## src/exc_pkg.sv

```systemverilog
// package: register map, field layout, timing counts and carrier types for the sequencer
package exc_pkg;

	// register byte offsets on the bus
	localparam logic [7:0] break_wake_status_off = 8'h00;
	localparam logic [7:0] reset_source_status_off = 8'h04;
	localparam logic [7:0] break_flag_control_off = 8'h08;

	// field positions
	localparam int break_wake_flag_pos = 1;
	localparam int break_clear_enable_pos = 7;
	localparam int rst_lvi_pos = 1;
	localparam int rst_bad_addr_pos = 3;
	localparam int rst_bad_op_pos = 4;
	localparam int rst_wdog_pos = 5;
	localparam int rst_pin_pos = 6;
	localparam int rst_por_pos = 7;

	// reset values
	localparam logic [7:0] reset_source_por_value = 8'h80;
	localparam logic [7:0] break_wake_status_reset = 8'h00;
	localparam logic [7:0] break_flag_control_reset = 8'h00;

	// stop recovery, in crystal_clock cycles
	localparam int long_recovery_cycles = 4096;
	localparam int short_recovery_cycles = 32;
	localparam int recovery_counter_width = 12;

	// interrupt source count and vector width
	localparam int irq_sources = 8;
	localparam int vec_width = 4;
	localparam logic [3:0] trap_vector = 4'hf;

	// cpu status towards the sequencer
	typedef struct packed {
		logic insn_done;
		logic mask_bit;
		logic trap_insn;
		logic wait_insn;
		logic stop_insn;
		logic rti_insn;
		logic [15:0] pc;
	} cpu_status_t;

	// sequencer commands towards the cpu
	typedef struct packed {
		logic take_exception;
		logic [3:0] vector;
		logic [15:0] stack_pc;
		logic stack_index_high;
		logic clear_mask;
		logic cpu_clock_en;
		logic discard_prefetch;
	} cpu_command_t;

	// reset cause strobes, one cycle each
	typedef struct packed {
		logic por;
		logic pin;
		logic wdog;
		logic bad_op;
		logic bad_addr;
		logic undervoltage_flag;
	} reset_cause_t;

	typedef enum logic [3:0] {
		st_run = 4'b0001,
		st_wait = 4'b0010,
		st_stop = 4'b0100,
		st_recover = 4'b1000
	} power_state_t;

endpackage

```

## src/exception_lowpower_sequencer.sv

```systemverilog
// exception arbitration, wait and stop sequencing, break flag protection, status registers
//
// The address map and the AHB-Lite register port are this design's own decisions.
module exception_lowpower_sequencer #(
	parameter int irq_count = exc_pkg::irq_sources,
	parameter int long_recovery = exc_pkg::long_recovery_cycles
) (
	input wire logic hclk,
	input wire logic hresetn,
	input wire logic hsel,
	input wire logic [31:0] haddr,
	input wire logic [1:0] htrans,
	input wire logic hwrite,
	input wire logic [2:0] hsize,
	input wire logic [31:0] hwdata,
	input wire logic hready,
	output logic [31:0] hrdata,
	output logic hreadyout,
	output logic hresp,
	input wire exc_pkg::cpu_status_t cpu_status,
	output exc_pkg::cpu_command_t cpu_command,
	input wire logic [irq_count-1:0] irq_pending,
	input wire logic [irq_count-1:0] irq_enable,
	input wire logic break_request,
	input wire exc_pkg::reset_cause_t reset_cause,
	input wire logic crystal_tick,
	input wire logic short_recovery_select,
	input wire logic watchdog_disable,
	output logic watchdog_run,
	output logic base_clock_out_en,
	output logic crystal_clock_en,
	output logic break_mode,
	output logic flag_clear_allowed
);
	import exc_pkg::*;

	////////////////////////////////////////////////////////////////////////////
	// bus slave
	logic ap_valid;
	logic wr_q;
	logic rd_q;
	logic [7:0] addr_q;
	logic [7:0] wbyte;
	logic break_wake_flag_q;
	logic [5:0] reset_flags_q;
	logic break_clear_enable_q;
	logic status_read;
	logic [7:0] reset_byte;

	assign ap_valid = hsel && hready && htrans[1];
	assign hreadyout = 1'b1;
	assign hresp = 1'b0;
	assign wbyte = hwdata[7:0];

	always_ff @(posedge hclk or negedge hresetn) begin
		if (!hresetn) begin
			wr_q <= 1'b0;
			rd_q <= 1'b0;
			addr_q <= 8'h00;
		end else begin
			wr_q <= ap_valid && hwrite;
			rd_q <= ap_valid && !hwrite;
			addr_q <= haddr[7:0];
		end
	end

	assign status_read = rd_q && addr_q == reset_source_status_off;

	// flags are placed by the field positions, so the map lives in one place
	always_comb begin
		reset_byte = 8'h00;
		reset_byte[rst_por_pos] = reset_flags_q[5];
		reset_byte[rst_pin_pos] = reset_flags_q[4];
		reset_byte[rst_wdog_pos] = reset_flags_q[3];
		reset_byte[rst_bad_op_pos] = reset_flags_q[2];
		reset_byte[rst_bad_addr_pos] = reset_flags_q[1];
		reset_byte[rst_lvi_pos] = reset_flags_q[0];
	end

	always_ff @(posedge hclk or negedge hresetn) begin
		if (!hresetn) begin
			hrdata <= 32'h0000_0000;
		end else if (ap_valid && !hwrite) begin
			unique case (haddr[7:0])
				break_wake_status_off: begin
					hrdata <= 32'(break_wake_flag_q) << break_wake_flag_pos;
				end
				reset_source_status_off: begin
					hrdata <= {24'h00_0000, reset_byte};
				end
				break_flag_control_off: begin
					hrdata <= 32'(break_clear_enable_q) << break_clear_enable_pos;
				end
				default: begin
					hrdata <= 32'h0000_0000;
				end
			endcase
		end
	end

	////////////////////////////////////////////////////////////////////////////
	// reset source flags: held until read or replaced by the next cause, set wins over the read clear
	logic [5:0] cause_vec;
	logic any_reset;
	assign cause_vec = {reset_cause.por, reset_cause.pin, reset_cause.wdog,
		reset_cause.bad_op, reset_cause.bad_addr, reset_cause.undervoltage_flag};
	assign any_reset = |cause_vec;

	always_ff @(posedge hclk or negedge hresetn) begin
		if (!hresetn) begin
			reset_flags_q <= reset_source_por_value[7:2];
		end else if (reset_cause.por) begin
			reset_flags_q <= reset_source_por_value[7:2];
		end else if (any_reset) begin
			reset_flags_q <= cause_vec;
		end else if (status_read) begin
			reset_flags_q <= 6'h00;
		end
	end

	always_ff @(posedge hclk or negedge hresetn) begin
		if (!hresetn) begin
			break_clear_enable_q <= break_flag_control_reset[break_clear_enable_pos];
		end else if (any_reset) begin
			break_clear_enable_q <= 1'b0;
		end else if (wr_q && addr_q == break_flag_control_off) begin
			break_clear_enable_q <= wbyte[break_clear_enable_pos];
		end
	end

	////////////////////////////////////////////////////////////////////////////
	// power state machine
	power_state_t state_q;
	power_state_t state_d;
	logic [recovery_counter_width-1:0] rec_cnt_q;
	logic [recovery_counter_width-1:0] rec_limit;
	logic wake_irq;
	logic rec_done;
	logic break_wake;

	assign rec_limit = short_recovery_select
		? recovery_counter_width'(short_recovery_cycles - 1)
		: recovery_counter_width'(long_recovery - 1);
	assign wake_irq = |(irq_pending & irq_enable);
	assign rec_done = crystal_tick && rec_cnt_q == rec_limit;
	assign break_wake = break_request && (state_q == st_wait || state_q == st_stop);

	always_comb begin
		state_d = state_q;
		unique case (state_q)
			st_run: begin
				if (cpu_status.insn_done && cpu_status.stop_insn) begin
					state_d = st_stop;
				end else if (cpu_status.insn_done && cpu_status.wait_insn) begin
					state_d = st_wait;
				end
			end
			st_wait: begin
				if (wake_irq || break_request) begin
					state_d = st_run;
				end
			end
			st_stop: begin
				if (wake_irq || break_request) begin
					state_d = st_recover;
				end
			end
			st_recover: begin
				if (rec_done) begin
					state_d = st_run;
				end
			end
		endcase
		if (any_reset) begin
			state_d = st_run;
		end
	end

	always_ff @(posedge hclk or negedge hresetn) begin
		if (!hresetn) begin
			state_q <= st_run;
		end else begin
			state_q <= state_d;
		end
	end

	// crystal_tick marks a falling crystal_clock edge, sampled in this domain
	always_ff @(posedge hclk or negedge hresetn) begin
		if (!hresetn) begin
			rec_cnt_q <= '0;
		end else if (state_q != st_recover) begin
			rec_cnt_q <= '0;
		end else if (crystal_tick) begin
			rec_cnt_q <= rec_cnt_q + 1'b1;
		end
	end

	// set wins over the software clear
	always_ff @(posedge hclk or negedge hresetn) begin
		if (!hresetn) begin
			break_wake_flag_q <= break_wake_status_reset[break_wake_flag_pos];
		end else if (any_reset) begin
			break_wake_flag_q <= 1'b0;
		end else if (break_wake) begin
			break_wake_flag_q <= 1'b1;
		end else if (wr_q && addr_q == break_wake_status_off
			&& !wbyte[break_wake_flag_pos]) begin
			break_wake_flag_q <= 1'b0;
		end
	end

	assign watchdog_run = !watchdog_disable && state_q != st_stop
		&& state_q != st_recover;
	assign base_clock_out_en = state_q != st_stop;
	assign crystal_clock_en = state_q != st_stop;

	////////////////////////////////////////////////////////////////////////////
	// break mode and flag protection
	logic break_mode_q;
	always_ff @(posedge hclk or negedge hresetn) begin
		if (!hresetn) begin
			break_mode_q <= 1'b0;
		end else if (any_reset) begin
			break_mode_q <= 1'b0;
		end else if (break_request) begin
			break_mode_q <= 1'b1;
		end else if (cpu_status.rti_insn && cpu_status.insn_done) begin
			break_mode_q <= 1'b0;
		end
	end
	assign break_mode = break_mode_q;
	// peripherals gate both steps of any clear with this, so a half-done
	// two-step clear cannot finish inside break; clears done stay done
	assign flag_clear_allowed = !break_mode_q || break_clear_enable_q;

	////////////////////////////////////////////////////////////////////////////
	// interrupt arbitration, lowest index is highest priority
	logic [irq_count-1:0] eligible;
	logic [vec_width-1:0] win_vec;
	logic win_any;
	logic boundary;
	logic latched_q;
	logic [vec_width-1:0] latched_vec_q;
	logic latched_rti_q;
	logic hw_take;
	logic trap_take;
	logic brk_take;
	logic [15:0] pc_q;

	assign eligible = irq_pending & irq_enable;

	always_comb begin
		win_vec = '0;
		win_any = 1'b0;
		for (int i = irq_count - 1; i >= 0; i--) begin
			if (eligible[i]) begin
				win_vec = vec_width'(i);
				win_any = 1'b1;
			end
		end
	end

	// boundary: end of an instruction, or the last cycle of wait/recovery, as state_d turns to run
	assign boundary = (state_q == st_run && cpu_status.insn_done)
		|| (state_q == st_wait && state_d == st_run)
		|| (state_q == st_recover && rec_done);

	always_ff @(posedge hclk or negedge hresetn) begin
		if (!hresetn) begin
			latched_q <= 1'b0;
			latched_vec_q <= '0;
			latched_rti_q <= 1'b0;
		end else if (any_reset || hw_take || trap_take || brk_take) begin
			// dropped as the take is issued, so the strobe stays one cycle wide
			latched_q <= 1'b0;
		end else if (!latched_q && boundary && win_any && !cpu_status.mask_bit) begin
			latched_q <= 1'b1;
			latched_vec_q <= win_vec;
			latched_rti_q <= cpu_status.rti_insn;
		end
	end

	// a boundary includes the wake from wait or recovery, where no instruction retires
	assign brk_take = !any_reset && break_request && boundary;
	assign trap_take = !any_reset && !brk_take && state_q == st_run
		&& cpu_status.insn_done && cpu_status.trap_insn;
	assign hw_take = !any_reset && !brk_take && !trap_take && latched_q
		&& state_q == st_run;

	always_ff @(posedge hclk or negedge hresetn) begin
		if (!hresetn) begin
			pc_q <= 16'h0000;
		end else if (cpu_status.insn_done) begin
			pc_q <= cpu_status.pc;
		end
	end

	always_ff @(posedge hclk or negedge hresetn) begin
		if (!hresetn) begin
			cpu_command <= '0;
		end else begin
			cpu_command.take_exception <= hw_take || trap_take || brk_take;
			cpu_command.vector <= hw_take ? latched_vec_q : trap_vector;
			cpu_command.stack_pc <= hw_take ? pc_q - 16'h0001 : cpu_status.pc;
			cpu_command.stack_index_high <= 1'b0;
			cpu_command.discard_prefetch <= hw_take && latched_rti_q;
			cpu_command.clear_mask <= cpu_status.insn_done && state_q == st_run
				&& (cpu_status.wait_insn || cpu_status.stop_insn);
			cpu_command.cpu_clock_en <= state_d == st_run;
		end
	end

endmodule

```

## config.mk

```make
export PLATFORM = sky130hd
export DESIGN_NAME = exception_lowpower_sequencer
export DESIGN_NICKNAME = d
export VERILOG_FILES = /design/src/exc_pkg.sv /design/src/exception_lowpower_sequencer.sv
export SDC_FILE = /design/constraint.sdc
export NUM_CORES = 1
export LEC_CHECK = 0
export BUFFER_PORTS_ARGS = -buffer_cell sky130_fd_sc_hd__buf_2
export CORE_AREA = 4 4 103 105
export DETAILED_ROUTE_END_ITERATION = 10
export DIE_AREA = 0 0 107 109
export HOLD_SLACK_MARGIN = 0.1
export PLACE_DENSITY = 0.82
export REMOVE_ABC_BUFFERS = 1
export SLEW_MARGIN = 10
export SYNTH_ARGS = -nofsm -noshare
export SYNTH_HDL_FRONTEND = slang
export SYNTH_SLANG_ARGS = --single-unit
```

## constraint.sdc

```tcl
create_clock -name hclk -period 3.6 [get_ports hclk]
set_clock_uncertainty 0.2 [all_clocks]
set_input_delay 0.36 -clock hclk [delete_from_list [all_inputs] [get_ports hclk]]
set_output_delay 0.36 -clock hclk [all_outputs]
set_load 0.02 [all_outputs]
```

Word level (Yosys, flattened, before mapping)
Index checks and enable logic that the tools add are counted.
{"block": "word_totals", "register_bits": 113, "in_bits": 122, "out_inout_bits": 64, "wordCells": 141}
{"block": "classes", "add_sub_neg": 2, "eq_ne": 12, "muxes": 42, "bitwise": 2, "n_reduce_logical": 63}
{"op": "two-way mux 12 bit", "n": 3}
{"op": "logical AND 1 bit", "n": 32}
{"op": "two-way mux 4 bit", "n": 7}
{"op": "two-way mux 3 bit", "n": 8}
{"op": "one-hot mux 8 bit (3 select lines)", "n": 1}
{"op": "two-way mux 1 bit", "n": 18}
{"op": "two-way mux 6 bit", "n": 3}
{"op": "== test 8 x 3 -> 1 bit (second input constant)", "n": 2}
{"op": "== test 8 x 4 -> 1 bit (second input constant)", "n": 2}
{"op": "logical NOT 8 bit", "n": 2}
{"op": "two-way mux 16 bit", "n": 1}
{"op": "one-hot mux 4 bit (4 select lines)", "n": 1}
{"op": "subtractor 16 x 1 -> 16 bit (second input constant)", "n": 1}
{"op": "adder 12 x 1 -> 12 bit (second input constant)", "n": 1}
{"op": "== test 12 bit", "n": 1}
{"op": "logical OR 1 bit", "n": 11}
{"op": "logical NOT 1 bit", "n": 9}
{"op": "nonzero test 3 bit", "n": 3}
{"op": "AND 8 bit", "n": 1}
{"op": "== test 4 x 1 -> 1 bit (second input constant)", "n": 2}
{"op": "OR reduction 8 bit", "n": 1}
{"op": "nonzero test 2 bit", "n": 3}
{"op": "OR reduction 6 bit", "n": 1}
{"op": "== test 4 x 2 -> 1 bit (second input constant)", "n": 1}
{"op": "6 further kinds", "n": 6}

Logic depth before layout (Yosys ltp)
Gate-level depths: netlist (run 1).
{"block": "logic_depth", "word_depth": 25, "ltp_mapped": 8, "depth_no_buf": 7}

Worst setup path before layout (run 1)
No wires, ideal clock.
{"block": "synth_timing", "path_kind": "register -> register", "from": "reg state_q[3]", "to": "reg latched_rti_q", "setup_ns": 0.125, "arrival_time_ns": 1.848, "required_time_ns": 3.275, "setup_slack_ns": 1.428, "stages_incl_launch_ff": 8, "path_buffers": 1, "synth_period_minus_slack_ns": 2.172, "path_cell_list": "dfrtp_1 clkbuf_4 nor4b_4 nand4b_1 o22ai_2 nor2b_1 o2111ai_4 mux2_2"}
{"block": "synth_via", "elab_cells_between_ends": 35, "cone_classes": "eq/ne (5); mux (7); bitwise (1); reduce/logical (22)"}
{"element": "from (decl)", "line": "exception_lowpower_sequencer.sv:133", "source": "power_state_t state_q;"}
{"element": "from (signal assigned)", "line": "exception_lowpower_sequencer.sv:181", "source": "state_q <= st_run;"}
{"element": "from (signal assigned)", "line": "exception_lowpower_sequencer.sv:183", "source": "state_q <= state_d;"}
{"element": "== test 4 bit (tied with other cells)", "line": "exception_lowpower_sequencer.sv:150", "source": "unique case (state_q)"}
{"element": "one-hot mux 4 bit (4 select lines) *", "line": "exception_lowpower_sequencer.sv:150"}
{"element": "two-way mux 4 bit *", "line": "exception_lowpower_sequencer.sv:174", "source": "if (any_reset) begin"}
{"element": "via state_d[1]", "line": "exception_lowpower_sequencer.sv:134", "source": "power_state_t state_d;"}
{"element": "== test 4 x 1 -> 1 bit *", "line": "exception_lowpower_sequencer.sv:265", "source": "|| (state_q == st_wait && state_d == st_run)"}
{"element": "logical AND 1 bit *", "line": "exception_lowpower_sequencer.sv:265"}
{"element": "logical OR 1 bit *", "line": "exception_lowpower_sequencer.sv:265"}
{"element": "logical OR 1 bit *", "line": "exception_lowpower_sequencer.sv:266", "source": "|| (state_q == st_recover && rec_done);"}
{"element": "(+3 left out)"}
{"element": "logical AND 1 bit", "line": "exception_lowpower_sequencer.sv:285", "source": "assign trap_take = !any_reset && !brk_take && state_q == st_run"}
{"element": "logical AND 1 bit (2 in series)", "line": "exception_lowpower_sequencer.sv:286", "source": "&& cpu_status.insn_done && cpu_status.trap_insn;"}
{"element": "logical NOT 1 bit", "line": "exception_lowpower_sequencer.sv:287", "source": "assign hw_take = !any_reset && !brk_take && !trap_take && latched_q"}
{"element": "logical AND 1 bit (2 in series)", "line": "exception_lowpower_sequencer.sv:287"}
{"element": "logical AND 1 bit", "line": "exception_lowpower_sequencer.sv:288", "source": "&& state_q == st_run;"}
{"element": "logical OR 1 bit (3 in series)", "line": "exception_lowpower_sequencer.sv:273", "source": "end else if (any_reset || hw_take || trap_take || brk_take) begin"}
{"element": "NOT 1 bit (no source line)"}
{"element": "AND reduction 2 bit (no source line) *"}
{"element": "to (signal assigned)", "line": "exception_lowpower_sequencer.sv:279", "source": "latched_rti_q <= cpu_status.rti_insn;"}
{"element": "to (decl)", "line": "exception_lowpower_sequencer.sv:244", "source": "logic latched_rti_q;"}
The timed path passes the listed nets; every way through them passes the cells marked *.
A chain may end at the register's enable or synchronous reset.

Worst setup path after layout (run 1)
{"block": "layout_timing", "from": "reg state_q[0]", "to": "reg cpu_command[19] in the netlist's numbering"}
{"block": "layout_via", "elab_chain_cells": 19, "elab_cells_between_ends": 28, "cone_classes": "eq/ne (5); mux (8); reduce/logical (15)"}
{"element": "two-way mux 4 bit", "line": "exception_lowpower_sequencer.sv:154", "source": "end else if (cpu_status.insn_done && cpu_status.wait_insn) begin"}
{"element": "two-way mux 4 bit", "line": "exception_lowpower_sequencer.sv:152", "source": "if (cpu_status.insn_done && cpu_status.stop_insn) begin"}
{"element": "one-hot mux 4 bit (4 select lines)", "line": "exception_lowpower_sequencer.sv:150"}
{"element": "two-way mux 4 bit", "line": "exception_lowpower_sequencer.sv:174"}
{"element": "== test 4 x 1 -> 1 bit", "line": "exception_lowpower_sequencer.sv:265"}
{"element": "logical AND 1 bit", "line": "exception_lowpower_sequencer.sv:265"}
{"element": "logical OR 1 bit", "line": "exception_lowpower_sequencer.sv:265"}
{"element": "logical OR 1 bit", "line": "exception_lowpower_sequencer.sv:266"}
{"element": "logical AND 1 bit", "line": "exception_lowpower_sequencer.sv:284", "source": "assign brk_take = !any_reset && break_request && boundary;"}
{"element": "logical NOT 1 bit", "line": "exception_lowpower_sequencer.sv:285, exception_lowpower_sequencer.sv:287"}
{"element": "logical AND 1 bit", "line": "exception_lowpower_sequencer.sv:285, exception_lowpower_sequencer.sv:287"}
{"element": "logical AND 1 bit", "line": "exception_lowpower_sequencer.sv:285"}
{"element": "logical AND 1 bit (2 in series)", "line": "exception_lowpower_sequencer.sv:286"}
{"element": "logical NOT 1 bit", "line": "exception_lowpower_sequencer.sv:287"}
{"element": "logical AND 1 bit (2 in series)", "line": "exception_lowpower_sequencer.sv:287"}
{"element": "logical AND 1 bit *", "line": "exception_lowpower_sequencer.sv:288"}
{"element": "two-way mux 16 bit *", "line": "exception_lowpower_sequencer.sv:304", "source": "cpu_command.stack_pc <= hw_take ? pc_q - 16'h0001 : cpu_status.pc;"}
{"element": "to (decl)", "line": "exception_lowpower_sequencer.sv:21", "source": "output exc_pkg::cpu_command_t cpu_command,"}
Mark *: on every way between the ends. The rest lies on a longest branch, timed or not.

==> results of run 1 <==
[worst max path at each step]
stage / slack (ps) / depth (start not counted) / to / from
2_1_floorplan: 1250 / 3 / cpu_command[19] / state_q[0]
3_3_place_gp: 960 / 3 / cpu_command[19] / state_q[0]
3_5_place_dp: 860 / 3 / cpu_command[19] / state_q[0]
4_1_cts: 850 / 3 / cpu_command[19] / state_q[0]
5_1_grt: 720 / 9 / reset_flags_q[4] / reset_cause[0]
6_report: 850 / 3 / cpu_command[19] / state_q[0]
[synthesized netlist by cell type (4+ instances only)]
master	count	area, um2
sky130_fd_sc_hd__a21oi_1	11	55.1
sky130_fd_sc_hd__a22o_1	5	43.8
sky130_fd_sc_hd__a22oi_1	6	45.0
sky130_fd_sc_hd__and2_1	4	25.0
sky130_fd_sc_hd__buf_4	30	225
sky130_fd_sc_hd__buf_6	4	45.0
sky130_fd_sc_hd__clkbuf_1	4	15.0
sky130_fd_sc_hd__dfrtp_1	84	2100
sky130_fd_sc_hd__inv_1	20	75.1
sky130_fd_sc_hd__mux2_2	18	203
sky130_fd_sc_hd__mux2_4	13	195
sky130_fd_sc_hd__mux2i_1	5	50.1
sky130_fd_sc_hd__nand2_1	40	150
sky130_fd_sc_hd__nand2b_1	4	25.0
sky130_fd_sc_hd__nand3_1	7	35.0
sky130_fd_sc_hd__nand4_1	5	31.3
sky130_fd_sc_hd__nor2_1	33	124
sky130_fd_sc_hd__nor3_1	9	45.0
sky130_fd_sc_hd__nor4_1	9	56.3
sky130_fd_sc_hd__o21ai_0	11	55.1
sky130_fd_sc_hd__xnor2_1	8	70.1
sky130_fd_sc_hd__xor2_1	17	149
[registers in the layout, indices dropped and copies added, names as in the netlist, 3 cells and up]
register and flops:
addr_q 8, cpu_command 24, hrdata 6, latched_vec_q 3, pc_q 16, rec_cnt_q 12, reset_flags_q 6, state_q 4
[critical path, delay by kind of cell, from the launching register on]
family / cells / cell delay [ps]
AO/OA/AOI/OAI: 1 / 740
flip-flops: 1 / 660
AND/OR/NAND/NOR: 1 / 620
multiplexers: 1 / 400
[routing by layer]
layer,wire [um],share of wire
met5,0,0
met4,96,0.010
met3,557,0.060
met2,4950,0.53
met1,3690,0.40
[final cells by class]
| class | count | area [um2] | share of cell area |
|---|---|---|---|
| timing repair buffer | 138 | 888 | 0.167 |
| inverter | 20 | 75.1 | 0.0141 |
| tap | 133 | 166 | 0.0313 |
| multi-input combinational | 270 | 1840 | 0.346 |
| clock inverter | 7 | 72.6 | 0.0136 |
| sequential | 86 | 2150 | 0.405 |
| clock buffer | 9 | 124 | 0.0233 |
[where the power goes]
group,internal (mW),switching [mW],leakage (nW)
clock,0.323,0.344,0.0960
sequential,1.00,0.0291,1.06
combinational,0.114,0.137,1.32
total,1.44,0.509,2.48
[timing repair]
action / in CTS / in global routing
hold buffers: 38 / 0
endpoints found under the hold margin: 134 / 0
buffers inserted: 0 / 0
[kinds of logic after synthesis]
family,Yosys count,share of synthesized area
mux,36,0.105
simple gates,128,0.158
buf+inv,60,0.0873
compound gates,50,0.0861
other cells,2,0.00176
xor+xnor,25,0.0513
flops,86,0.505
fa+ha+maj,2,0.00586
[cells in the final DEF (no fill, tap or decap), types with 3 or more instances in the layout]
master and count:
sky130_fd_sc_hd__mux2i_1 5, sky130_fd_sc_hd__o21ai_0 11, sky130_fd_sc_hd__mux2_2 18, sky130_fd_sc_hd__mux2_4 13
sky130_fd_sc_hd__nand4_1 5, sky130_fd_sc_hd__dlygate4sd3_1 38, sky130_fd_sc_hd__nor4_1 9, sky130_fd_sc_hd__nand2b_1 4
sky130_fd_sc_hd__a21oi_1 11, sky130_fd_sc_hd__clkbuf_8 9, sky130_fd_sc_hd__nor3_1 9, sky130_fd_sc_hd__xnor2_1 8
sky130_fd_sc_hd__inv_1 20, sky130_fd_sc_hd__a22oi_1 6, sky130_fd_sc_hd__dfrtp_1 84, sky130_fd_sc_hd__nand2_1 40
sky130_fd_sc_hd__nand3_1 7, sky130_fd_sc_hd__a22o_1 5, sky130_fd_sc_hd__conb_1 29, sky130_fd_sc_hd__xor2_1 17
sky130_fd_sc_hd__and2_1 4, sky130_fd_sc_hd__buf_2 97, sky130_fd_sc_hd__buf_4 3, sky130_fd_sc_hd__nor2_1 33
[stage by stage]
| step | total power [mW] | hold WS [ps] |
|---|---|---|
| final | 1.95 | 149 |
| after global routing | 2.05 | 142 |
| after CTS | 1.98 | 124 |
| after detailed placement | 1.27 | 250 |
| after global placement | 1.26 | 229 |
| after floorplan | 1.17 | -136 |
==> results by stage, run 1 <==
Setup path:
- The slowest stage of the critical path belongs to the cell sky130_fd_sc_hd__o2111a_2.
- The critical path data required time is 3640 ps.
- In this run the critical register-to-register path is captured at cpu_command[19].
- Walking the worst path, the cells encountered are nor4b_1, o2111a_2, mux2_2.
- The nature of the critical path endpoint is a flop.
- The worst register-to-register path has a depth of 3.
- For flop-to-flop paths, the worst setup slack is 850 ps.
- The beginning of the worst register-to-register path is state_q[0].
- The largest single stage delay on the critical path is 740 ps.
- The arrival time reported for the critical path endpoint is 2790 ps.
- STA classifies the critical path startpoint as a flop.
- Along the worst path, the maximum fanout reaches 19.
- The startpoint-to-endpoint class of the critical path is reg2reg.

Finish:
- Once layout is complete, the utilization of the core stands at 0.552.
- The finished cells cover 5330 um2.
- The repair_antennas step left the layout with diodes totalling 0.
- The final instance count without filler cells is 663.
- Of the cells placed in the final design, the portion with a size suffix greater than 1 is 0.306.
- The filler cell count in the final layout is 859.
- The area growth from synthesis to layout is 24.7%.
- After the last flow step, the layout net total stands at 649.

GRT:
- In the global route stage, met3 resource usage came out at 0.0497.
- The first global-routing pass estimated 15400 um of wire.
- The initial antenna violation count was 0.
- In the global route stage, met1 resource usage came out at 0.184.
- The number of global-route vias before repair is 3341.
- The most used routing layer is met2.
- The pin count of the biggest net entering global routing is 87.
- The total overflow left after global routing is 0.
- In the global route stage, met2 resource usage came out at 0.311.
- The total routing usage reported by global routing is 0.167.

Clock tree:
- The post-cts gate resize count is 0.
- TritonCTS built the clock tree.
- The H-tree was split into 3 levels.
- The later-pin clock latency in the skew report is 350 ps.
- The CTS sink count is 86.
- The cell sitting at the root of the clock tree is a sky130_fd_sc_hd__clkbuf_8.
- In this run the deepest clock path goes through 2 buffers.
- The number of clock buffers added by TritonCTS is 9.
- After clock tree synthesis, the clock-pin slew on the worst setup and hold paths is 80 ps.

Worst hold path:
- The worst hold path was traced through 3 stages.
- The classification of the worst-slack hold path is in2reg.
- The worst hold path endpoint is break_wake_flag_q.
- The worst hold path begins at break_request.

Synth:
- Yosys mapped a number of flops with a built-in enable equal to 0.
- Yosys mapped the design onto 56 distinct sky130hd cell types.
- In the synthesized netlist the async set-or-reset flop fraction comes to 1.00.
- The gate count after technology mapping is 389.
- The yosys synthesis warning count is 0.
- The flip-flop and latch count after synthesis is 86.
- The average footprint of a synthesized cell is 11.0 um2.
- In this run the cell area of the synthesized design comes to 4270 um2.
- The most frequently used flop master after synthesis is sky130_fd_sc_hd__dfrtp_1.
- The sequential element share of the synthesized area is 0.505.

Timing:
- The highest clock frequency the design can meet is 364 MHz.
- Setup repair after global routing left no endpoint under its margin.
- Setup violations remaining at the end of the flow were counted as 0.
- The final critical-path setup slack is 850 ps.
- The final-report hold violation count came to 0.
- For the finished layout, the period the worst path requires is 2750 ps.
- The worst pin sits at a relative slew slack of 0.287.
- In the finished design, the share of the clock period the worst path needs comes to 0.764.
- The total count of max-transition violations in the final report is 0.
- At the pin with the least slew margin, the transition time is 1070 ps.
- The final sum of negative setup slack is 0 ps.

Detailed routing:
- The number of DRC markers after the initial detailed-route iteration is 153.
- The final routed wire length divided by cell count is 14.0 um.
- The detailed-route via count is 3205.
- The count of nets left with antenna violations once routing finished came out at 0.
- Using the TritonRoute via totals, the vias-per-cell ratio works out to 4.83.
- The first TritonRoute pass finished after 4 iterations.
- Summed over all layers, the routed wires come to 9290 um.
- For this run, design rule violations remaining after detail routing come to 0.

Floorplanning:
- The starting density of the core is 0.443.
- The number of top-level design ports is 186.
- The number of cell rows is 36.
- The die covers 11700 um2.
- The die span in y is 109 um.
- The core region is 9640 um2.
- The overall die width is 107 um.

Power:
- The worst ir drop on vdd is 419 uV.
- The areal power density over the cells is 366 nW/um2.
- The leakage power is 2.48 nW.

Placed design:
- Detailed placement finished with a half-perimeter wire length of 6610 um.
- The number of buffers added on ports is 98.
- The post-place instance area is 4750 um2.
- OpenSTA, run right after detailed placement, puts the worst setup slack at 857 ps.
- The final estimated routing congestion in global placement is 0.859.
- The number of cells after detailed placement is 609.

Run status:
- The flow ran to the end, and the final reports show no timing, DRC or antenna violations.

Run:
- The max capacitance violation total is 0.
No activity file was read; power rests on OpenSTA's default activity.
==> run 2, diff against run 1 <==
CORE_AREA = 4 4 105 107   (was 4 4 103 105)
DIE_AREA = 0 0 109 111   (was 0 0 107 109)
clock period = 2.39 ns   (was 3.6 ns; I/O delays follow)
==> results by stage, run 2 (same netlist as run 1, synthesis figures left out) <==
Run status:
- The run finished with clean final reports.

Floorplanning:
- The area of the placeable core is 10100 um2.
- The number of top-level design ports is 186.
- For this configuration, the core starts out at a cell density of 0.421.
- The overall die width is 109 um.
- Measured along the y axis, the die boundary spans 111 um.
- The die footprint is 12100 um2.
- In this run the core area contains 37 standard-cell rows.

GRT:
- For this run, the total global-route usage over all layers was measured as 0.173.
- The first global-routing pass estimated 16500 um of wire.
- The number of global-route vias before repair is 3471.
- The pin count of the biggest net entering global routing is 51.
- The remaining global-route overflow is 0.
- The initial antenna violation count was 0.

Finish:
- After filler insertion, the fill cell instance count of the layout stands at 834.
- Leaving out fill and tap cells, the most frequent cell in the layout is sky130_fd_sc_hd__buf_2.
- The top cell types in the final layout, fill and taps aside, are sky130_fd_sc_hd__buf_2, sky130_fd_sc_hd__dfrtp_1, sky130_fd_sc_hd__dlygate4sd3_1.
- Leaving out filler cells and counting taps, the final layout contains 685.
- The register with the most flip-flops in the layout has 24 of them.
- From synthesis to final layout, the design area changed by 31.2%.
- The final design instance area without fill is 5600 um2.
- The final core utilization is 0.553.
- More flip-flops sit in one register than any other, and that register is cpu_command.
- The largest registers in the layout are cpu_command x24, pc_q x16, rec_cnt_q x12.
- The number of nets in the finished design is 669.
- The number of inserted diodes is 0.
- The share of final-layout standard cells stronger than drive strength 1 is 0.328.

Setup path:
- The critical path contains buffers and inverters numbering 0 combined.
- The cell occurring most often along the worst timing path is sky130_fd_sc_hd__nor4_2.
- Counting cells, the worst reg-to-reg path comes to 6.
- The arrival time reported for the critical path endpoint is 2350 ps.
- The nature of the critical path endpoint is a flop.
- Tracing the worst setup path back leads to its startpoint at pc_q[5].
- Walking the worst path, the cells encountered are or4_4, nor4_2, nand2_1, nor4_2, xor2_1, mux2_2.
- Of all nets on the critical path, the largest fanout is 4.
- The slowest stage of the critical path is the sky130_fd_sc_hd__or4_4 cell.
- The beginning of the worst register-to-register path is pc_q[5].
- The last element of the critical path is cpu_command[19].
- The depth of the critical timing path with buffers and inverters included is 6.
- The startpoint-to-endpoint class of the critical path is reg2reg.
- The internal reg-to-reg setup slack is 80 ps.
- The kind of cell with the highest combined delay on the critical path is simple AND/OR/NAND/NOR gates.
- At the worst endpoint, the required time is 2430 ps.
- In this design, the stage delay of the slowest critical-path cell is 570 ps.
- The kind of start point of the critical path is a flop.
- The endpoint identified for the worst register-to-register timing path is cpu_command[19].

Placed design:
- Counting tap cells, the placed design contains a total of 623 instances.
- Routability-driven placement finished with a final weighted congestion of 0.880.
- Detailed placement finished with a half-perimeter wire length of 7240 um.
- The number of buffers added on ports is 98.
- After detailed placement, the total cell area comes to 4860 um2.

Power:
- The leakage power is 2.62 nW.
- The overall power of the completed layout is 3.10 mW.
- For this design the ratio of total power to cell area is 554 nW/um2.
- IR analysis of the VDD net gives a maximum drop of 523 uV.

Timing:
- The final-report hold violation count is 0.
- The minimum clock period is 2310 ps.
- Setup repair after global routing could not meet its margin everywhere.
- For this run, the top clock speed supported by timing is 434 MHz.
- The final sum of negative setup slack is 0 ps.
- The number of endpoints failing setup at the final stage is 0.
- Dividing the final minimum period by the clock period gives 0.965.
- The total count of max-transition violations in the final report is 0.

Detailed routing:
- The detailed-route via count is 3331.
- The remaining number of nets flagged by the antenna check after routing is 0.
- The number of DRC markers after the initial detailed-route iteration is 122.
- The via density per instance is 4.86.
- After detailed routing, the average wire length per cell comes to 15.0 um.
- Before antenna repair, the detailed router went through 4 iterations.
- After detailed routing, the number of remaining DRC violations is 0.
- The final layout contains routed wiring with a total length of 10200 um.

Run:
- Across the run, the number of max-cap violations was 0.

Clock tree:
- The clock root buffer is sky130_fd_sc_hd__clkbuf_8.
- The number of clock buffers inserted by TritonCTS is 9.
- The clock drives 86 sinks.
- The clock tree from TritonCTS is built.
- The maximum level of the CTS H-tree is 3.
- For the worst-skew pair, the clock arrives at the later sink with an insertion delay of 350 ps.
- The maximum clock insertion buffer count is 2.
- The clock transition at the registers of the reported paths is 90 ps.

Worst hold path:
- The tightest min-delay check is of the in2reg type.
- The hold-critical path depth is 6.
## run 2: cell count changes in the layout (fill, tap and decap cells not counted), sizes merged
cell,change
clkbuf,+2
dlygate4sd3,+8
clkinvlp,-2
bufinv,+1
inv,-2
buf,+12
## run 2: worst min-delay path, delay by kind of cell
family | cells | cell delay [ps]
multiplexers | 1 | 60
buffers and inverters | 1 | 100
AO/OA/AOI/OAI | 1 | 70
AND/OR/NAND/NOR | 3 | 170
## run 2: how the worst min path moves through the flow
stage | slack, ps | startpoint | endpoint
after CTS | 110 | irq_enable[5] | latched_vec_q[1]
final | 140 | irq_enable[5] | latched_vec_q[1]
after global placement | 30 | hresetn | rec_cnt_q[9]
after global routing | 150 | irq_enable[5] | latched_vec_q[1]
after detailed placement | 40 | hresetn | rec_cnt_q[9]
after floorplan | -260 | hresetn | addr_q[0]
## run 2: area by class of cell
class	instances	area, um2	area share
inverters	20	75.1	0.0134
well taps	136	170	0.0304
multi-input cells	270	1890	0.338
clock buffers	11	151	0.0270
repair buffers	158	1090	0.194
clock inverters	4	70.1	0.0125
flip-flops and latches	86	2160	0.385
## run 2: metrics by stage
step,worst slack (ps),hold slack (ps)
after floorplan,35.8,-257
after global placement,55.5,29.5
after detailed placement,19.4,38.7
after CTS,11.5,108
after global routing,-39.7,152
final,83.9,139
## run 2: where the power goes
group	leakage (nW)	switching [mW]	internal [mW]
Sequential	1.06	0.0431	1.51
Combinational	1.44	0.219	0.195
Clock	0.115	0.497	0.637
## run 2: per-layer routing
| metal | routed length, um | global-route usage | up-vias |
|---|---|---|---|
| met2 | 5500 | 0.313 | 110 |
| met3 | 620 | 0.0542 | 12 |
| met1 | 3970 | 0.194 | 1615 |
| li1 | - | - | 1594 |
| met4 | 161 | 0.0412 | 0 |
| met5 | 0 | 0 | - |
## run 2: what timing repair did
action,4_1_cts,5_1_grt
setup buffers,0,3
hold endpoints to repair,145,0
endpoints found under the setup margin,0,17
resized for setup,0,11
hold buffers,46,0
==> run 3, diff against run 2 <==
ABC_AREA = 1   (was unset)
CORE_AREA = 4 4 106 108   (was 4 4 105 107)
DIE_AREA = 0 0 110 112   (was 0 0 109 111)
SLEW_MARGIN = 40   (was 10)
clock period = 1.85 ns   (was 2.39 ns; I/O delays follow)
==> results by stage, run 3 <==
Clock tree:
- After clock tree synthesis, the clock-pin slew on the worst setup and hold paths is 100 ps.
- At the later pin of the worst-skew pair, clock insertion delay measures 360 ps.
- The number of clock buffers inserted by TritonCTS is 9.
- The clock root buffer is sky130_fd_sc_hd__clkbuf_8.
- The maximum level of the CTS H-tree is 3.
- Counting every sink on the clock net gives 86.
- The clock tree from TritonCTS is built.
- The maximum clock insertion buffer count is 2.

Synth:
- After synthesis the cells add up to 4360 um2.
- The top-area cell type share of the netlist area is 0.482.
- Ranked by instance count, the synthesized netlist is headed by sky130_fd_sc_hd__nand2_1, sky130_fd_sc_hd__dfrtp_1, sky130_fd_sc_hd__inv_1.
- The sequential element share of the synthesized area is 0.494.
- The dominant cell type by area after synthesis is sky130_fd_sc_hd__dfrtp_1.
- For this run, the number of Yosys warnings is 0.
- The gate count after technology mapping is 527.
- In the post-synthesis netlist, the cell with the most instances is sky130_fd_sc_hd__nand2_1.
- The number of flops mapped to enable cells by yosys is 0.
- The average footprint of a synthesized cell is 8.28 um2.
- After synthesis, the share of flip-flops with an asynchronous set or reset is 1.00.
- Ranked by total cell area, the synthesized netlist is headed by sky130_fd_sc_hd__dfrtp_1, sky130_fd_sc_hd__nand2_1, sky130_fd_sc_hd__inv_1.
- The most frequently used flop master after synthesis is sky130_fd_sc_hd__dfrtp_1.
- The flip-flop and latch count after synthesis is 86.
- The number of library cell types mapped by synthesis is 40.

Finish:
- The flip-flop count of the largest register after layout is 24.
- The final instance count without filler cells is 922.
- The most flop-heavy register is cpu_command.
- In the final design database the tool counted 905 nets.
- The share of final-layout standard cells stronger than drive strength 1 is 0.402.
- After filler insertion, the fill cell instance count of the layout stands at 770.
- Leaving out fill and tap cells, the most frequent cell in the layout is sky130_fd_sc_hd__nand2_1.
- Compared with the post-synthesis result, the final layout area differs by 55.7%.
- Measured on the finished design, the core utilization comes to 0.664.
- The top cell types in the final layout, fill and taps aside, are sky130_fd_sc_hd__nand2_1, sky130_fd_sc_hd__buf_2, sky130_fd_sc_hd__buf_4.
- The largest registers in the layout are cpu_command x24, pc_q x16, rec_cnt_q x12.
- The number of antenna diodes in the final layout is 0.

Floorplanning:
- The overall die width is 110 um.
- The number of top-level design ports is 186.
- The starting density of the core is 0.427.
- The number of cell rows is 37.
- The die covers 12300 um2.
- The die span in y is 112 um.
- The total area inside the core boundary comes to 10200 um2.

Setup path:
- Along the worst path, the maximum fanout reaches 6.
- The setup path with the least slack is of type reg2reg.
- The kind of start point of the critical path is a flop.
- For the worst setup path, the data required time is 1910 ps.
- The nature of the critical path endpoint is a flop.
- Data arrives at the worst endpoint at 2510 ps.

Placed design:
- Counting tap cells, the placed design contains a total of 829 instances.
- During placement, the flow inserted port buffers numbering 98.
- The HPWL reported at the end of detailed placement is 8250 um.
- The final estimated routing congestion in global placement is 0.887.

GRT:
- After global routing the overflow that remains totals 0.
- The number of global-route vias before repair is 4180.
- The first global-routing pass estimated 18700 um of wire.
- The initial antenna violation count is 0.
- The total routing usage reported by global routing is 0.190.
- The pin count of the biggest net entering global routing is 31.

Run status:
- The run finished, with violations left.
- The checks that failed: negative setup slack.

Detailed routing:
- After detailed routing, the number of vias per cell comes to 4.66.
- The detailed-route via count is 4293.
- The final routed wire length divided by cell count is 13.7 um.
- The total detailed-routing wirelength is 12600 um.
- The first-pass iteration count of the detailed router is 4.
- The remaining number of nets flagged by the antenna check after routing is 0.
- The top routing layer in use is met4.
- The routed wire length on met2 is 6860 um.
- Summed over all nets, wire length on met3 after detailed routing comes to 569 um.
- The number of DRC markers after the initial detailed-route iteration is 201.
- The detailed-routing wirelength on met1 is 4940 um.
- For this run, design rule violations remaining after detail routing come to 0.

Timing:
- The minimum clock period is 2450 ps.
- Timing would allow up to 409 MHz.
- Setup violations remaining at the end of the flow were counted as 32.
- Setup repair after global routing could not meet its margin everywhere.
- The fraction of the cycle the final worst path needs is 1.32.
- The final-report hold violation count is 0.
- The total count of max-transition violations in the final report is 0.
- The final critical-path setup slack is -595 ps.

Worst hold path:
- The classification of the worst-slack hold path is in2reg.

Run:
- The max capacitance violation total is 0.

Power:
- In this run the power density over the cells is 576 nW/um2.
- The leakage power is 3.48 nW.
- The worst-case IR drop observed on VDD is 445 uV.
-- run 3: changes by cell type after synthesis, sizes merged, moves of 7 or more --
cell   previous run  this run
nor3              9        16
nand3             7        20
nand2            40       126
mux2             31         0
inv              20        82
o21ai            11        48
xnor2             8         1
nor2             33        51
-- run 3: what timing repair did --
| action | in CTS | in global routing |
|---|---|---|
| resized for setup | 27 | 77 |
| gates cloned | 0 | 5 |
| hold buffers | 47 | 3 |
| pin swaps | 12 | 25 |
| endpoints found under the hold margin | 151 | 2 |
| setup endpoints to repair | 33 | 47 |
| buffers inserted | 11 | 14 |
-- run 3: worst max-delay path, cell delays in order, from the launching register on --
cell and delay, ps:
sky130_fd_sc_hd__dfrtp_1 380, sky130_fd_sc_hd__ha_2 200, sky130_fd_sc_hd__nand2_2 70, sky130_fd_sc_hd__nor2_4 110
sky130_fd_sc_hd__nand2_4 70, sky130_fd_sc_hd__nor2_4 140, sky130_fd_sc_hd__nand2_2 80, sky130_fd_sc_hd__nand2_1 70
sky130_fd_sc_hd__nand2_1 70, sky130_fd_sc_hd__nand2_2 80, sky130_fd_sc_hd__nand2_2 70, sky130_fd_sc_hd__nor2_4 120
sky130_fd_sc_hd__nand2_2 70, sky130_fd_sc_hd__nand2_2 90, sky130_fd_sc_hd__nand2_4 80, sky130_fd_sc_hd__nand3_4 140
sky130_fd_sc_hd__clkbuf_16 180, sky130_fd_sc_hd__nand2_4 40, sky130_fd_sc_hd__o21ai_2 50, sky130_fd_sc_hd__inv_2 40
-- run 3: logic make-up (layout without fill, tap and decap cells) --
| group | count (synthesis) | after routing | synth area share |
|---|---|---|---|
| simple gates | 233 | 234 | 0.241 |
| buf+inv | 119 | 350 | 0.136 |
| flops | 86 | 86 | 0.494 |
| compound gates | 73 | 73 | 0.0981 |
| xor+xnor | 12 | 12 | 0.0241 |
| fa+ha+maj | 2 | 2 | 0.00573 |
| other cells | 2 | 29 | 0.00172 |
-- run 3: layer usage --
metal,global-route usage,vias to the layer above
met2,0.337,109
met5,0,-
met3,0.0325,26
met4,0.0673,0
met1,0.227,2039
li1,-,2119
-- run 3: cell type report --
| type | count | area [um2] | area share |
|---|---|---|---|
| clock inverters | 7 | 61.3 | 0.00902 |
| well taps | 136 | 170 | 0.0250 |
| flip-flops and latches | 86 | 2160 | 0.317 |
| inverters | 82 | 310 | 0.0457 |
| multi-input cells | 350 | 2050 | 0.302 |
| clock buffers | 9 | 124 | 0.0182 |
| repair buffers | 252 | 1920 | 0.283 |
-- run 3: worst paths after layout --
check,from,end,slack (ps),cells after the start
setup / recovery,rec_cnt_q[1],cpu_command[14],-600,19
hold / removal,haddr[5],hrdata[1],120,5
setup reg to reg,rec_cnt_q[1],cpu_command[14],-600,19
hold reg to reg,pc_q[0],cpu_command[4],260,1
max in group asynchronous,hresetn,pc_q[7],300,4
min in group asynchronous,hresetn,break_wake_flag_q,610,3
-- run 3: where the power goes --
part / switching [mW] / internal [mW] / leakage, nW
logic: 0.353 / 0.281 / 2.31
registers: 0.0417 / 1.95 / 1.07
clock network: 0.773 / 0.517 / 0.0892
total: 1.17 / 2.75 / 3.48
-- run 3: metrics by stage --
step / total power [mW] / hold WS (ps) / TNS (ps) / setup WS (ps) / instance area, um2
global route: 4.11 / 114 / -18300 / -697 / 6800
floorplan: 2.28 / -311 / -18390 / -871 / 4180
CTS: 3.91 / 103 / -10350 / -423 / 6310
finish: 3.92 / 125 / -15090 / -595 / 6800
global placement: 2.53 / -68.7 / -9140 / -386 / 5470
detailed placement: 2.54 / -65.7 / -11950 / -503 / 5470
